--- config.mk ---
export PLATFORM = sky130hd
export DESIGN_NAME = button_algo_config_regs
export DESIGN_NICKNAME = d
export VERILOG_FILES = /design/src/shared/button_cfg_pkg.sv /design/src/rtl/button_algo_config_regs.sv /design/src/rtl/cfg_reg_cell.sv
export SDC_FILE = /design/constraint.sdc
export NUM_CORES = 1
export LEC_CHECK = 0
export ABC_AREA = 1
export BUFFER_PORTS_ARGS = -buffer_cell sky130_fd_sc_hd__buf_2
export CORE_MARGIN = 5
export CORE_UTILIZATION = 50
export CTS_CLUSTER_DIAMETER = 150
export DETAILED_ROUTE_END_ITERATION = 7
export PLACE_DENSITY = 0.76
export SYNTH_ARGS = -nofsm -noshare
export SYNTH_HDL_FRONTEND = slang
export SYNTH_SLANG_ARGS = --single-unit
--- constraint.sdc ---
create_clock -name i_sys_clk -period 2.4 [get_ports i_sys_clk]
set_clock_uncertainty 0.15 [all_clocks]
set_input_delay 0.48 -clock i_sys_clk [delete_from_list [all_inputs] [get_ports i_sys_clk]]
set_output_delay 0.48 -clock i_sys_clk [all_outputs]
set_load 0.01 [all_outputs]
--- src/shared/button_cfg_pkg.sv ---
// constants for the button algorithm configuration register slice
// Summary of operation
// RULE_01: low power step in bits 2-0, reset 5
// RULE_02: low power step register at 13h, reset 05h
// RULE_03: channel 3 gain bits 5-0, reset 28h
// RULE_04: normal power step bits 2-0, 15h, reset 03h
// RULE_05: bit 7 holds channel 3 tracking while pressed
// RULE_06: bit 6 holds channel 2 tracking while pressed
// RULE_07: bit 5 holds channel 1 tracking while pressed
// RULE_08: bit 4 holds channel 0 tracking while pressed
// RULE_09: bit 3 puts channel 3 in strongest group
// RULE_10: bit 2 puts channel 2 in strongest group
// RULE_11: bit 1 puts channel 1 in strongest group
// RULE_12: bit 0 puts channel 0 in strongest group
// RULE_13: pause and group register at 16h, reset 00h
// RULE_14: resonator divider register at 17h, reset 03h
// RULE_15: active power mode picks exactly one step
package button_cfg_pkg;
    localparam int          ADDR_W          = 8;
    localparam int          DATA_W          = 8;
    localparam int          NUM_CH          = 4;
    localparam int          NUM_REGS        = 5;
    localparam int          IDX_W           = 3;
    localparam logic [7:0]  OFF_LP_STEP     = 8'h13;
    localparam logic [7:0]  OFF_CH3_GAIN    = 8'h14;
    localparam logic [7:0]  OFF_NP_STEP     = 8'h15;
    localparam logic [7:0]  OFF_PAUSE_GROUP = 8'h16;
    localparam logic [7:0]  OFF_LC_DIV      = 8'h17;
    localparam logic [7:0]  RST_LP_STEP     = 8'h05;
    localparam logic [7:0]  RST_CH3_GAIN    = 8'h28;
    localparam logic [7:0]  RST_NP_STEP     = 8'h03;
    localparam logic [7:0]  RST_PAUSE_GROUP = 8'h00;
    localparam logic [7:0]  RST_LC_DIV      = 8'h03;
    // writable bits; reserved bits are written and stored as well
    localparam logic [7:0]  MASK_STEP       = 8'hff;
    localparam int          STEP_MSB        = 2;
    localparam int          GAIN_MSB        = 5;
    localparam int          DIV_MSB         = 2;
    localparam int          HOLD_LSB        = 4;
    localparam int          GROUP_LSB       = 0;
    localparam logic [7:0]  READ_UNMAPPED   = 8'h00;
    typedef enum logic [2:0] {
        IDX_LP    = 3'b000,
        IDX_GAIN  = 3'b001,
        IDX_NP    = 3'b010,
        IDX_PAUSE = 3'b011,
        IDX_DIV   = 3'b100
    } reg_idx_type;
    typedef enum logic [0:0] {
        MODE_NORMAL = 1'b0,
        MODE_LOWPWR = 1'b1
    } power_mode_type;
endpackage

--- src/rtl/button_algo_config_regs.sv ---
// button algorithm configuration bytes and the per-channel controls they steer
module button_algo_config_regs
    import button_cfg_pkg::*;
(
    input  wire logic               i_sys_clk,
    input  wire logic               i_nrst,
    input  wire logic               i_wr_en,
    input  wire logic               i_rd_en,
    input  wire logic [ADDR_W-1:0]  i_addr,
    input  wire logic [DATA_W-1:0]  i_wdata,
    input  wire logic               i_lowpwr_mode,
    input  wire logic [NUM_CH-1:0]  i_button_output,
    output logic      [DATA_W-1:0]  o_rdata,
    output logic                    o_rd_valid,
    output logic      [2:0]         o_active_track_step,
    output logic      [2:0]         o_lowpwr_track_step,
    output logic      [2:0]         o_normpwr_track_step,
    output logic      [5:0]         o_ch3_sensitivity,
    output logic      [NUM_CH-1:0]  o_track_enable,
    output logic      [NUM_CH-1:0]  o_strongest_group,
    output logic      [2:0]         o_resonator_div_sel
);
    logic               rst_meta_reg;
    logic               rst_sync_reg;
    logic [DATA_W-1:0]  reg_val [NUM_REGS];
    logic [NUM_REGS-1:0] wr_sel;
    logic [DATA_W-1:0]  rdata_reg;
    logic [DATA_W-1:0]  rdata_next;
    logic               rd_valid_reg;
    logic               rd_valid_next;
    logic [2:0]         step_reg;
    logic [2:0]         step_next;
    logic [NUM_CH-1:0]  track_en_reg;
    logic [NUM_CH-1:0]  track_en_next;
    logic [7:0]         pause_group;

    localparam logic [7:0] RESETS [NUM_REGS] = '{RST_LP_STEP, RST_CH3_GAIN,
        RST_NP_STEP, RST_PAUSE_GROUP, RST_LC_DIV};

    // map an offset to a byte index; hit is low for unmapped offsets
    function automatic logic [IDX_W:0] decode(input logic [7:0] a);
        case (a)
            OFF_LP_STEP:     decode = {1'b1, IDX_LP};     // [RULE_02]
            OFF_CH3_GAIN:    decode = {1'b1, IDX_GAIN};
            OFF_NP_STEP:     decode = {1'b1, IDX_NP};     // [RULE_04]
            OFF_PAUSE_GROUP: decode = {1'b1, IDX_PAUSE};  // [RULE_13]
            OFF_LC_DIV:      decode = {1'b1, IDX_DIV};    // [RULE_14]
            default:         decode = '0;
        endcase
    endfunction

    // reset release through two flops; assertion stays asynchronous
    always_ff @(posedge i_sys_clk or negedge i_nrst) begin
        if (!i_nrst) begin
            rst_meta_reg <= 1'b0;
            rst_sync_reg <= 1'b0;
        end else begin
            rst_meta_reg <= 1'b1;
            rst_sync_reg <= rst_meta_reg;
        end
    end

    // one storage cell per register, each with its own reset value
    generate
        for (genvar g = 0; g < NUM_REGS; g++) begin : g_cell
            logic [IDX_W:0] hit;
            assign hit = decode(i_addr);
            assign wr_sel[g] = i_wr_en && hit[IDX_W]
                && (hit[IDX_W-1:0] == IDX_W'(g));
            cfg_reg_cell #(
                .RESET_VAL (RESETS[g])                 // [RULE_13] [RULE_14]
            ) u_cell (
                .i_sys_clk (i_sys_clk),
                .i_rst_n   (rst_sync_reg),
                .i_wr      (wr_sel[g]),
                .i_wdata   (i_wdata & MASK_STEP),
                .o_value   (reg_val[g])
            );
        end
    endgenerate

    assign pause_group = reg_val[IDX_PAUSE];

    // read port: data one cycle after the strobe, zero when unmapped
    always_comb begin
        logic [IDX_W:0] rh;
        rh = decode(i_addr);
        rdata_next = rdata_reg;
        rd_valid_next = i_rd_en;
        if (i_rd_en) begin
            if (rh[IDX_W]) begin
                rdata_next = reg_val[rh[IDX_W-1:0]];
            end else begin
                rdata_next = READ_UNMAPPED;
            end
        end
    end

    // pick one step by the active power mode; pause while button asserted and its hold bit set
    always_comb begin
        if (power_mode_type'(i_lowpwr_mode) == MODE_LOWPWR) begin
            step_next = reg_val[IDX_LP][STEP_MSB:0];    // [RULE_01] [RULE_15]
        end else begin
            step_next = reg_val[IDX_NP][STEP_MSB:0];    // [RULE_04] [RULE_15]
        end
        for (int c = 0; c < NUM_CH; c++) begin
            // [RULE_05] [RULE_06] [RULE_07] [RULE_08]
            track_en_next[c] = !(pause_group[HOLD_LSB + c]
                && i_button_output[c]);
        end
    end

    always_ff @(posedge i_sys_clk or negedge rst_sync_reg) begin
        if (!rst_sync_reg) begin
            rdata_reg    <= '0;
            rd_valid_reg <= 1'b0;
            step_reg     <= '0;
            track_en_reg <= '1;
        end else begin
            rdata_reg    <= rdata_next;
            rd_valid_reg <= rd_valid_next;
            step_reg     <= step_next;
            track_en_reg <= track_en_next;
        end
    end

    // outputs; read port, active step and track enable come from flops, the other fields straight from the stored bytes
    assign o_rdata              = rdata_reg;
    assign o_rd_valid           = rd_valid_reg;
    assign o_active_track_step  = step_reg;
    assign o_lowpwr_track_step  = reg_val[IDX_LP][STEP_MSB:0];  // [RULE_01]
    assign o_normpwr_track_step = reg_val[IDX_NP][STEP_MSB:0];  // [RULE_04]
    assign o_ch3_sensitivity    = reg_val[IDX_GAIN][GAIN_MSB:0]; // [RULE_03]
    assign o_track_enable       = track_en_reg;
    // [RULE_09] [RULE_10] [RULE_11] [RULE_12]
    assign o_strongest_group    = pause_group[GROUP_LSB +: NUM_CH];
    assign o_resonator_div_sel  = reg_val[IDX_DIV][DIV_MSB:0];
endmodule // button_algo_config_regs

--- src/rtl/cfg_reg_cell.sv ---
// one resettable configuration byte with write strobe
module cfg_reg_cell
    import button_cfg_pkg::*;
#(
    parameter logic [7:0] RESET_VAL = 8'h00
) (
    input  wire logic        i_sys_clk,
    input  wire logic        i_rst_n,
    input  wire logic        i_wr,
    input  wire logic [7:0]  i_wdata,
    output logic      [7:0]  o_value
);
    logic [7:0] value_reg;
    logic [7:0] value_next;

    // hold unless this byte is addressed by a write
    always_comb begin
        value_next = i_wr ? i_wdata : value_reg;
    end

    always_ff @(posedge i_sys_clk or negedge i_rst_n) begin
        if (!i_rst_n) begin
            value_reg <= RESET_VAL;
        end else begin
            value_reg <= value_next;
        end
    end

    assign o_value = value_reg;
endmodule // cfg_reg_cell

==> impl_metrics.ini, run 1 <==
[timing]
rsz0062_at_grt = false
fin_ws_ns = 0.686
fin_setup_tns_ns = 0
slew_viol_final = 0
fmax_mhz = 583
hold_viol_final = 0
fin_crit_ns = 1.71
relSlewSlack = 0.570
tightest_slew_ns = 0.645
finalCritPeriodShare = 0.714
setup_viol = 0

[synth]
ys_ff_latch = 58
synth_async_sr_flop_share = 1.00
yosysSeqAreaShare = 0.503
avgSynthCellArea_um2 = 8.63
synthCells = 338
synth_ff_type = dfrtp_1
syn_nets = 363
netlist_area_um2 = 2920
synth_edf_count = 0
yosysWarnings = 0
ys_types = 27

[critical_path]
cp-startpoint = i_addr[5]
rr_worst_depth = 6
cp.required_ns = 2.50
endpoint = g_cell[3].u_cell.o_value[2]
cp.arrival_ns = 1.81
r2r_setup_slack_ns = 1.13
crit-reg2reg-launch = g_cell[2].u_cell.o_value[0]
timing.rr.end = o_rdata[0]
critPathLaunchType = input port
end_kind = flip-flop
worst-path-max-fanout = 25
criticalPathCategory = in -> reg

[place]
place_inst = 444
hpwl_mm = 4.64
pre_cts_slack_ns = 0.369
gp_congestion = 0.850
port_buffers = 59

[finish]
diodes = 0
mostFrequentLayoutCells = nand2_1, buf_2, dfrtp_1
final_common_cell = nand2_1
nNetsFinal = 409
syn_to_final_growth_pct = 15.3
largest_reg_flops = 40
drive_gt1_frac = 0.314
layout.cells.non_filler = 461

[cts]
numCtsBuffers = 9
htreeDepth = 3
cts_tree = yes
root_buffer = clkbuf_8
cts.sink_count = 58
clock_latency_ns = 0.34
post_cts_buffers = 0
clk_pin_slew_ns = 0.07
cts_max_path_buffers = 2

[global_route]
overflow = 0
grt_pass1_wl_mm = 10.6
grt_max_degree = 30
antenna_found_initial = 0
grt_pass1_vias = 2264
grtUsageTotal = 0.185

[routing]
antenna_left = 0
drc_errors = 0
wl_mm = 6.28
vias = 2280
wire_per_inst_um = 13.6
drt_first_pass_iters = 7
drtIter0Drc = 124
via_per_inst = 4.95

[pwr]
p_per_area_nw_per_um2 = 712
leakage_nw = 1.78
ir_drop_mv = 0.535

[floorplan]
die_area_um2 = 7460
die_w_um = 86.4
die_y_um = 86.4
start_util = 0.523
row_count = 27
ios = 60
fp.coreArea_um2 = 5570

[run_status]
status = finished, final reports clean

[job]
max_cap_viol_count = 0

[hold_path]
hp-class = in -> reg
## cell families after synthesis
logic type	after synthesis	share of synthesized area
flip-flops	58	0.503
AND/OR/NAND/NOR	158	0.263
AO/OA/AOI/OAI	52	0.109
other	1	0.00129
buffers and inverters	69	0.124
## critical path, stage by stage
cell	delay, ns
buf_2	0.09
inv_1	0.04
nand2_1	0.05
nor2_2	0.21
buf_4	0.32
nand4_2	0.34
o21ai_0	0.28
## what timing repair did
item                                   4_1_cts  5_1_grt
endpoints found under the hold margin        2        0
gates resized for setup                      0        0
hold buffers                                 1        0
## where the power goes
part	internal, mW	leakage [nW]	switching, mW
Sequential	1.04	0.696	0.0355
Combinational	0.0878	0.968	0.152
Clock	0.688	0.114	0.387
Total	1.82	1.78	0.574
## final cells by class
type | instances | area [um2]
well taps | 72 | 90.1
repair buffers | 63 | 328
clock buffers | 11 | 131
inverters | 41 | 154
clock inverters | 5 | 103
multi-input cells | 211 | 1090
flip-flops and latches | 58 | 1470
fillers | 499 | 2210
## Yosys cell counts (all sizes together), types with 8 or more instances
cell,instances,share of area
buf,27,0.070
dfrtp,46,0.39
dfstp,12,0.11
inv,41,0.053
nand2,105,0.14
nand3,10,0.019
nand3b,8,0.021
nand4,10,0.029
nor2,24,0.050
o21ai,51,0.10
## metrics by stage
stage | total power [mW] | hold WS [ns] | utilization | area (um2)
2_1_floorplan | 1.25 | 0.0344 | - | 2920
3_3_place_gp | 1.33 | 0.117 | 0.559 | 3120
3_5_place_dp | 1.34 | 0.118 | 0.559 | 3120
4_1_cts | 2.41 | 0.0869 | 0.603 | 3360
5_1_grt | 2.51 | 0.0812 | 0.603 | 3360
6_report | 2.39 | 0.0980 | 0.603 | 3360
## layer usage
metal / GRT usage / part of all wire
met1: 0.224 / 0.43
met2: 0.292 / 0.48
met3: 0.0703 / 0.063
met4: 0.0822 / 0.021
met5: 0 / 0
## worst min-delay path by stage
stage,startpoint,to,cells after the start
2_1_floorplan,i_nrst,rst_meta_reg,0
3_3_place_gp,i_nrst,rst_meta_reg,1
3_5_place_dp,i_nrst,rst_meta_reg,1
4_1_cts,i_button_output[3],o_track_enable[3],2
5_1_grt,i_button_output[3],o_track_enable[3],2
6_report,i_button_output[1],o_track_enable[1],2
(Power assumes the default switching activity.)
==> run 2, diff against run 1 <==
ABC_AREA = 0   (was 1)
CORE_UTILIZATION = 48   (was 50)
PLACE_DENSITY = 0.77   (was 0.76)
clock period = 1.5 ns   (was 2.4 ns; I/O delays follow)
==> run 2 against run 1 <==
  * Design area decreased by 1.4%
  * Non-clock buffer count is 18 higher
  * Power rose by 40%
  * Critical path depth fell by 6
  * Clock-buffer cell count shrank 1
  * Clock power increased by 25%
  * Worst hold slack got worse by 0.045 ns
  * Final cell count fell by 25%
  * Setup slack got worse by 0.65 ns
  * Synthesized cell count shrank 40%
  * Register-to-register slack lost 0.82 ns
  * Sequential share of layout area grew 0.63 points
  * Critical path type is now reg -> out
==> impl_metrics.ini, run 2 <==
[synth]
ys_ff_latch = 58
yosysWarnings = 0
synth.most_common_cell = dfrtp_1
synth_edf_count = 0
syn_nets = 227
synth_top_area_share = 0.428
synth_area_leader_cell = dfrtp_1
synthCells = 202
yosysSeqAreaShare = 0.546
synth_async_sr_flop_share = 1.00
synthTopCellsByArea = dfrtp_1, mux2_2, dfstp_2
avgSynthCellArea_um2 = 13.3
synth_ff_type = dfrtp_1
ys_types = 25
synth_common_cells = dfrtp_1, mux2_2, buf_4, mux2i_1, dfstp_2
netlist_area_um2 = 2690

[place]
gp_congestion = 0.788
hpwl_mm = 4.14
port_buffers = 59
pre_cts_slack_ns = -0.191

[cts]
clock_latency_ns = 0.33
cts_tree = yes
cts.sink_count = 58
clk_pin_slew_ns = 0.06
htreeDepth = 3
numCtsBuffers = 9
cts_max_path_buffers = 2
root_buffer = clkbuf_8

[timing]
finalCritPeriodShare = 0.978
rsz0062_at_grt = false
setup_viol = 0
fmax_mhz = 681
fin_crit_ns = 1.47
slew_viol_final = 0
fin_setup_tns_ns = 0
fin_ws_ns = 0.0325
hold_viol_final = 0

[floorplan]
die_area_um2 = 7200
fp.coreArea_um2 = 5470
ios = 60
start_util = 0.491
row_count = 27
die_w_um = 84.8
die_y_um = 84.8

[critical_path]
path_cells = buf_2
crit_slowest_cell = dfstp_2
end_kind = primary output
worst-path-max-fanout = 3
cp.required_ns = 1.05
path_delay_family = flip-flops
criticalPathCategory = reg -> out
cp.arrival_ns = 1.02
critical_path_buf_inv_count = 1
cp_slowest_stage_delay_ns = 0.56
critPathLaunchType = flip-flop

[routing]
via_per_inst = 5.16
drt-met1-wl_mm = 2.64
wl_mm = 5.82
antenna_left = 0
met2_length_mm = 2.81
highest_layer = met4
drc_errors = 0
wl_met3_um = 321
wire_per_inst_um = 16.9
drt_first_pass_iters = 4
vias = 1779
drtIter0Drc = 62

[global_route]
grt_max_degree = 57
grt_pass1_vias = 1920
grtUsageTotal = 0.169
overflow = 0
antenna_found_initial = 0
grt_pass1_wl_mm = 9.38

[pwr]
p_per_area_nw_per_um2 = 1010
ir_drop_mv = 0.591
leakage_nw = 1.71

[run_status]
status = finished, final reports clean

[finish]
mostFrequentLayoutCells = buf_2, dfrtp_1, mux2_2
drive_gt1_frac = 0.564
diodes = 0
nNetsFinal = 293
final_common_cell = buf_2
syn_to_final_growth_pct = 23.3
largest_reg_flops = 40

[hold_path]
hp-class = in -> reg

[job]
max_cap_viol_count = 0
==> run 2: timing repair <==
item                                    4_1_cts  5_1_grt
gates resized for setup                       0        2
endpoints found under the hold margin         6        0
buffers inserted                              0        1
endpoints found under the setup margin        0        3
hold buffers                                  5        0
==> run 2: final cells by class <==
| class | count | area [um2] |
|---|---|---|
| Sequential cell | 58 | 1470 |
| Clock inverter | 6 | 57.6 |
| Fill cell | 461 | 2160 |
| Clock buffer | 10 | 128 |
| Timing Repair Buffer | 81 | 523 |
| Multi-Input combinational cell | 110 | 1020 |
| Tap cell | 72 | 90.1 |
| Inverter | 8 | 30.0 |
==> run 2: power by group <==
group | switching [mW] | internal (mW) | leakage (nW) | total, mW
Combinational | 0.160 | 0.165 | 0.856 | 0.325
Sequential | 0.0388 | 1.64 | 0.753 | 1.68
Clock | 0.597 | 0.754 | 0.0958 | 1.35
Total | 0.795 | 2.56 | 1.71 | 3.35
==> run 2: final timing paths <==
kind                            cells past startpoint                           to  slack (ns)                         from
worst max-delay path                                1         o_ch3_sensitivity[5]        0.03  g_cell[1].u_cell.o_value[5]
worst min-delay path                                1                   o_rd_valid        0.05                      i_rd_en
worst max register to register                      4                   o_rdata[1]        0.31  g_cell[2].u_cell.o_value[1]
worst min register to register                      1  g_cell[1].u_cell.o_value[0]        0.11                 rst_sync_reg
max in group asynchronous                           1            o_track_enable[2]        0.79                 rst_sync_reg
min in group asynchronous                           1  g_cell[1].u_cell.o_value[0]        0.11                 rst_sync_reg
==> run 2: metrics by stage <==
stage	std cells	utilization	area [um2]	total power [mW]	hold WS [ns]
finish	345	0.605	3310	3.35	0.0526
global route	345	0.605	3310	3.49	0.0535
CTS	344	0.602	3290	3.38	0.0434
detailed placement	323	0.559	3060	2.02	-0.0627
global placement	323	0.559	3060	2.01	-0.0635
floorplan	202	-	2690	1.90	-0.146
==> run 2: cell families (layout without fill, tap and decap cells) <==
logic type / Yosys count / in the layout / share of synthesized area
compound gates: 25 / 25 / 0.0615
buf+inv: 34 / 105 / 0.0759
flops: 58 / 58 / 0.546
mux: 59 / 59 / 0.240
other cells: 1 / 1 / 0.00140
simple gates: 25 / 25 / 0.0759
==> run 2: per-layer routing <==
| metal | global-route usage | vias up |
|---|---|---|
| met5 | 0 | - |
| li1 | - | 832 |
| met1 | 0.220 | 887 |
| met2 | 0.268 | 52 |
| met4 | 0.0734 | 0 |
| met3 | 0.0456 | 8 |
